## src/verilog/sitp_defines.vh

```
`ifndef SITP_DEFINES_VH
`define SITP_DEFINES_VH

`define SITP_CLK_HZ       10000000
`define SITP_SCL_MAX_HZ   400000
`define SITP_SCL_MIN_CYC  (`SITP_CLK_HZ / `SITP_SCL_MAX_HZ)

`define SITP_TARGET_ADDR  7'h57
`define SITP_FIFO_IDX     8'h10
`define SITP_BITS_BYTE    4'h8
`define SITP_RW_BIT       4'h7

`define SITP_PTR_RST      8'h00
`define SITP_LINE_RST     1'b1

`endif

```

## src/verilog/sitp_sync.v

```verilog
`include "sitp_defines.vh"

module sitp_sync
(
  input  wire       i_clk,    // System clock
  input  wire       i_resetn, // Synchronous reset, active low
  input  wire [1:0] i_async,  // Pin levels from outside the domain
  output wire [1:0] o_sync    // Two-flop synchronised levels
);

  reg [1:0] meta_q;
  reg [1:0] sync_q;

  // Reset to the idle-high bus level so no false start appears
  always @(posedge i_clk)
  begin
    if (!i_resetn)
    begin
      meta_q <= {2{`SITP_LINE_RST}};
      sync_q <= {2{`SITP_LINE_RST}};
    end
    else
    begin
      meta_q <= i_async;
      sync_q <= meta_q;
    end
  end

  assign o_sync = sync_q;

endmodule

```

## src/verilog/sitp_target.v

```verilog
`include "sitp_defines.vh"

module sitp_target
(
  input  wire       i_clk,      // System clock, 10 MHz
  input  wire       i_resetn,   // Synchronous reset, active low
  input  wire       i_scl,      // Serial clock pin, input only
  input  wire       i_sda,      // Serial data pin level
  output reg        o_sda_o,    // Serial data drive value, always low
  output reg        o_sda_oe,   // High while pulling data line low
  output reg  [7:0] o_reg_addr, // Register pointer
  output reg  [7:0] o_wr_data,  // Byte to store
  output reg        o_wr_en,    // One-cycle store strobe
  output reg        o_rd_en,    // One-cycle fetch strobe
  input  wire [7:0] i_rd_data   // Fetched byte, valid cycle after strobe
);

  localparam [6:0] S_IDLE = 7'h01;
  localparam [6:0] S_ADDR = 7'h02;
  localparam [6:0] S_ACK  = 7'h04;
  localparam [6:0] S_WR   = 7'h08;
  localparam [6:0] S_RD   = 7'h10;
  localparam [6:0] S_MACK = 7'h20;
  localparam [6:0] S_SKIP = 7'h40;

  wire [1:0] line_s;
  wire       scl_s;
  wire       sda_s;
  reg        scl_p_q;
  reg        sda_p_q;
  reg  [6:0] state_q;
  reg  [3:0] cnt_q;
  reg  [7:0] rx_q;
  reg  [7:0] tx_q;
  reg        rw_q;
  reg        idx_q;
  reg        mack_q;
  reg        start_hi_q;
  reg        cap_q;
  wire       scl_rise;
  wire       scl_fall;
  wire       start_c;
  wire       stop_c;

  // Expected address bit for position n, first bit is the MSB
  function addr_bit;
    input [3:0] n;
    reg   [6:0] a;
    begin
      a        = `SITP_TARGET_ADDR;
      addr_bit = a[3'h6 - n[2:0]];
    end
  endfunction

  // Next pointer; the FIFO data register holds its place
  function [7:0] adv;
    input [7:0] p;
    begin
      if (p == `SITP_FIFO_IDX)
        adv = p;
      else
        adv = p + 8'h01;
    end
  endfunction

  // 25 system clocks per fastest bus period leave margin for sync delay
  sitp_sync u_sync
  (
    .i_clk    (i_clk),
    .i_resetn (i_resetn),
    .i_async  ({i_scl, i_sda}),
    .o_sync   (line_s)
  );

  assign scl_s    = line_s[1];
  assign sda_s    = line_s[0];
  assign scl_rise = scl_s & ~scl_p_q;
  assign scl_fall = ~scl_s & scl_p_q;
  assign start_c  = scl_s & scl_p_q & sda_p_q & ~sda_s;
  assign stop_c   = scl_s & scl_p_q & ~sda_p_q & sda_s;

  always @(posedge i_clk)
  begin
    if (!i_resetn)
    begin
      scl_p_q    <= `SITP_LINE_RST;
      sda_p_q    <= `SITP_LINE_RST;
      state_q    <= S_IDLE;
      cnt_q      <= 4'h0;
      rx_q       <= 8'h00;
      tx_q       <= 8'h00;
      rw_q       <= 1'b0;
      idx_q      <= 1'b0;
      mack_q     <= 1'b0;
      start_hi_q <= 1'b0;
      cap_q      <= 1'b0;
      o_sda_o    <= 1'b0;
      o_sda_oe   <= 1'b0;
      o_reg_addr <= `SITP_PTR_RST;
      o_wr_data  <= 8'h00;
      o_wr_en    <= 1'b0;
      o_rd_en    <= 1'b0;
    end
    else
    begin
      scl_p_q <= scl_s;
      sda_p_q <= sda_s;
      o_sda_o <= 1'b0;
      o_wr_en <= 1'b0;
      o_rd_en <= 1'b0;
      cap_q   <= o_rd_en;
      if (cap_q)
        tx_q <= i_rd_data;
      if (o_wr_en)
        o_reg_addr <= o_reg_addr + 8'h01;
      if (scl_fall)
        start_hi_q <= 1'b0;

      if (start_c)
      begin
        // Repeated start reopens addressing without an idle pass
        state_q    <= S_ADDR;
        cnt_q      <= 4'h0;
        o_sda_oe   <= 1'b0;
        start_hi_q <= 1'b1;
      end
      else if (stop_c && !start_hi_q)
      begin
        state_q  <= S_IDLE;
        o_sda_oe <= 1'b0;
      end
      else
      begin
        case (state_q)
          S_ADDR:
          begin
            if (scl_rise)
            begin
              cnt_q <= cnt_q + 4'h1;
              if (cnt_q == `SITP_RW_BIT)
                rw_q <= sda_s;
              else if (sda_s != addr_bit(cnt_q))
                state_q <= S_SKIP;
            end
            else if (scl_fall && cnt_q == `SITP_BITS_BYTE)
            begin
              state_q  <= S_ACK;
              o_sda_oe <= 1'b1;
              idx_q    <= ~rw_q;
              o_rd_en  <= rw_q;
            end
          end
          S_ACK:
          begin
            if (scl_fall)
            begin
              cnt_q <= 4'h0;
              if (rw_q)
              begin
                state_q  <= S_RD;
                o_sda_oe <= ~tx_q[7];
              end
              else
              begin
                state_q  <= S_WR;
                o_sda_oe <= 1'b0;
              end
            end
          end
          S_WR:
          begin
            if (scl_rise)
            begin
              rx_q  <= {rx_q[6:0], sda_s};
              cnt_q <= cnt_q + 4'h1;
            end
            else if (scl_fall && cnt_q == `SITP_BITS_BYTE)
            begin
              if (idx_q)
              begin
                o_reg_addr <= rx_q;
                idx_q      <= 1'b0;
              end
              else
              begin
                o_wr_data <= rx_q;
                o_wr_en   <= 1'b1;
              end
              state_q  <= S_ACK;
              o_sda_oe <= 1'b1;
            end
          end
          S_RD:
          begin
            if (scl_rise)
              cnt_q <= cnt_q + 4'h1;
            else if (scl_fall)
            begin
              if (cnt_q == `SITP_BITS_BYTE)
              begin
                state_q  <= S_MACK;
                o_sda_oe <= 1'b0;
              end
              else
              begin
                tx_q     <= {tx_q[6:0], 1'b0};
                o_sda_oe <= ~tx_q[6];
              end
            end
          end
          S_MACK:
          begin
            if (scl_rise)
            begin
              mack_q     <= ~sda_s;
              o_reg_addr <= adv(o_reg_addr);
              // Fetch only on ack so a FIFO is never popped for nothing
              o_rd_en    <= ~sda_s;
            end
            else if (scl_fall)
            begin
              cnt_q <= 4'h0;
              if (mack_q)
              begin
                state_q  <= S_RD;
                o_sda_oe <= ~tx_q[7];
              end
              else
                state_q <= S_SKIP;
            end
          end
          S_SKIP:
            o_sda_oe <= 1'b0;
          S_IDLE:
            o_sda_oe <= 1'b0;
          default:
          begin
            state_q  <= S_IDLE;
            o_sda_oe <= 1'b0;
          end
        endcase
      end
    end
  end

endmodule
```

## config.mk

```make
export PLATFORM = sky130hd
export DESIGN_NAME = sitp_target
export DESIGN_NICKNAME = d
export VERILOG_FILES = /design/src/verilog/sitp_sync.v /design/src/verilog/sitp_target.v
export VERILOG_INCLUDE_DIRS = /design/src /design/src/verilog
export SDC_FILE = /design/constraint.sdc
export NUM_CORES = 1
export LEC_CHECK = 0
export ABC_CLOCK_PERIOD_IN_PS = 2300
export BUFFER_PORTS_ARGS = -buffer_cell sky130_fd_sc_hd__buf_2
export CORE_MARGIN = 4
export CORE_UTILIZATION = 35
export CTS_CLUSTER_DIAMETER = 200
export CTS_CLUSTER_SIZE = 16
export DETAILED_ROUTE_END_ITERATION = 16
export SETUP_SLACK_MARGIN = 0.05
export SLEW_MARGIN = 25
export SYNTH_ARGS = -nofsm -noshare
export SYNTH_HDL_FRONTEND = slang
export SYNTH_SLANG_ARGS = --single-unit
```

## constraint.sdc

```tcl
create_clock -name i_clk -period 2.3 [get_ports i_clk]
set_input_delay 0.345 -clock i_clk [delete_from_list [all_inputs] [get_ports i_clk]]
set_output_delay 0.345 -clock i_clk [all_outputs]
set_load 0.01 [all_outputs]
```

==> impl_metrics.ini <==
[outcome]
status = completed

[floorplan]
initial_core_util_pct = 35.8
die-area_mm2 = 0.0105
pin_count = 32
coreArea_mm2 = 0.00868
die_w_um = 102
die_h_um = 102
num_rows = 34

[clock_network]
cts_tree = yes
cts.clk_slew.worst_paths_ps = 70
clock_latency_ps = 330
clockRootBuffer = clkbuf_8
cts.sinks = 57
h-tree-depth = 3
numCtsBuffers = 9
cts_buffer_depth = 2

[sta]
setup_tns_ps = 0
layout_min_cycle_time_ps = 2140
slew_viol_final = 0
finalHoldViolCount = 0
clock_skew_ps = 11.0
setup_violations = 0
timing.final.crit_share_pct = 93.1
rsz0062_at_grt = false
fmax_ghz = 0.467
slew-limit-headroom_pct = 66.1
worst_slew_pin_slew_ps = 508

[global_routing]
grt_pass1_wl_mm = 13.2
gr-total-overflow = 0
track_usage_pct = 16.0
antenna_found_initial = 0
grt_max_degree = 19
grt_pass1_vias = 2690

[critical_path]
crit_path_end_kind = register
cp.required_ps = 2520
cp_common_cell = nor2_1
critPathMaxFanout = 6
crit_slowest_cell = or4b_4
r2r_cells = 7
cp.arrival_ps = 2360
start_kind = register
path_class = register to register
slowest_delay_ps = 560
crit_chain = or4b_4, nor2_1, o21ai_0, nand4_1, buf_4, mux2i_1, nor2_1

[power_and_ir_drop]
p_sw_share_pct = 24.3
leakagePower_uw = 0.00143
comb_power_share_pct = 6.9
power.internal_uw = 1680
seq_power_share_pct = 45.3
power_switching_uw = 538
powerDensity_mw_per_mm2 = 594
ir_drop_v = 0.000278
power_uw = 2220
p_clk_share_pct = 47.9

[drt]
avgViaCountPerCell = 5.30
drc_errors = 0
wirelength_mm = 7.96
first_pass_iters = 4
drt.antenna.violating_nets = 0
post_drt_wl_per_cell_um = 14.5
initialDrtViolationCount = 233
vias = 2905

[finish]
syn_to_final_growth_pct = 20.2
post-route-cell-area_mm2 = 0.00374
n_fill_cell = 866
drive_above_1_share_pct = 21.4
antenna-diode-count = 0
fin_nets = 452

[synthesis]
ys.flop_type = dfxtp_1
avgSynthCellArea_um2 = 8.00
synth_cell_types = 58
synth.area.top_cells = dfxtp_1, a21oi_1, nand2_1
synth_top_cell_by_area = dfxtp_1
synth-edff-count = 0
synth_top_area_share_pct = 36.7
ys_ff_latch = 57
syn_area_mm2 = 0.00311
yosysWarnings = 0
syn_inst = 389
synth-async-reset-ratio_pct = 0
ys_seq_area_share_pct = 36.7
syn_nets = 406

[place]
gp_congestion = 0.866
dp_hpwl_mm = 5.97
port_buffers = 30
placed_cell_area_mm2 = 0.00349

[min_path]
whs_path_depth = 2
hp-class = input pin to register

[job]
cap_viol_max_count = 0
## cells in the final DEF (no fill, tap or decap), types with 4 or more instances in the layout
cell,n
a211oi_1,8
a21oi_1,37
a22oi_1,4
a31oi_1,5
and3_1,9
buf_2,30
buf_4,31
clkbuf_8,9
dfxtp_1,57
ha_1,5
inv_1,8
mux2i_1,13
nand2_1,45
nand2b_1,13
nand3_1,17
nand4_1,7
nor2_1,36
nor2b_1,8
nor3_1,5
o211ai_1,8
o21ai_0,14
o32ai_1,4
or3_1,4
xor2_1,10
## critical path: cells and delay by family (launching register included)
family | cells | cell delay (ps)
flops | 1 | 360
compound gates | 1 | 190
mux | 1 | 170
buf+inv | 1 | 180
simple gates | 4 | 1130
## layer usage
| metal | wire length, um | vias up | global-route usage (%) |
|---|---|---|---|
| met1 | 4000 | 1319 | 23.3 |
| met5 | 0 | - | 0 |
| met3 | 479 | 10 | 4.10 |
| met2 | 3370 | 83 | 22.8 |
| li1 | - | 1493 | - |
| met4 | 106 | 0 | 5.65 |
## power by group through the flow
stage	Combinational, uW	Sequential, uW	Clock [uW]
after floorplan	86.3	1030	0
after global placement	141	1030	0
after detailed placement	139	1030	0
after CTS	140	1000	1100
after global routing	167	1010	1150
final	152	1000	1060
## synthesized netlist by cell type (5+ instances only)
| master | count |
|---|---|
| dfxtp_1 | 57 |
| nand2_1 | 45 |
| a21oi_1 | 37 |
| nor2_1 | 37 |
| clkbuf_1 | 18 |
| nand3_1 | 17 |
| o21ai_0 | 14 |
| mux2i_1 | 13 |
| nand2b_1 | 13 |
| xor2_1 | 10 |
| and3_1 | 9 |
| a211oi_1 | 8 |
| inv_1 | 8 |
| nor2b_1 | 8 |
| o211ai_1 | 8 |
| nand4_1 | 7 |
| a31oi_1 | 5 |
| ha_1 | 5 |
| nor3_1 | 5 |
## sequential cells by signal, summed over array words and instances, names as in the netlist, 2 cells and up
register / count
cnt_q: 4
o_reg_addr: 8
o_wr_data: 8
rx_q: 8
state_q: 7
tx_q: 8
u_sync.meta_q: 2
u_sync.o_sync: 2
## cell families after synthesis
group                      Yosys count  share of synthesized area, %
DFF                                 57                          36.7
other                                1                         0.121
xor gates and xnor gates            11                          3.10
adders and majority gates            5                          2.01
and+or+nand+nor                    167                          27.8
muxes                               14                          4.55
AOI/OAI and AO/OA                  100                          20.9
buffers and inverters               34                          4.87
## area by class of cell
cell class | count | area, um^2 | area share, %
inverters | 8 | 30.0 | 0.803
repair buffers | 61 | 383 | 10.2
clock buffers | 9 | 124 | 3.31
multi-input cells | 298 | 1820 | 48.8
well taps | 108 | 135 | 3.61
clock inverters | 7 | 103 | 2.74
flip-flops and latches | 57 | 1140 | 30.5
## stage by stage
step	hold slack [ps]	setup WS [ps]	util (%)	instances
2_1_floorplan	386	203	-	389
3_3_place_gp	392	199	40.2	530
3_5_place_dp	397	176	40.2	530
4_1_cts	166	177	42.8	546
5_1_grt	179	31.4	43.1	548
6_report	193	159	43.1	548
## final timing paths
kind                          from                to  slack [ps]
setup / recovery        state_q[2]        state_q[6]         160
hold / removal               i_sda  u_sync.meta_q[0]         190
setup reg to reg        state_q[2]        state_q[6]         160
hold reg to reg   u_sync.meta_q[1]  u_sync.o_sync[1]         410
## repair_timing
item                                    4_1_cts  5_1_grt
setup buffers                                 0        2
resized for setup                             0        2
hold buffers                                  0        0
hold endpoints to repair                      0        0
endpoints found under the setup margin        0        3
Note: power is estimated with default switching activity, not from simulation.
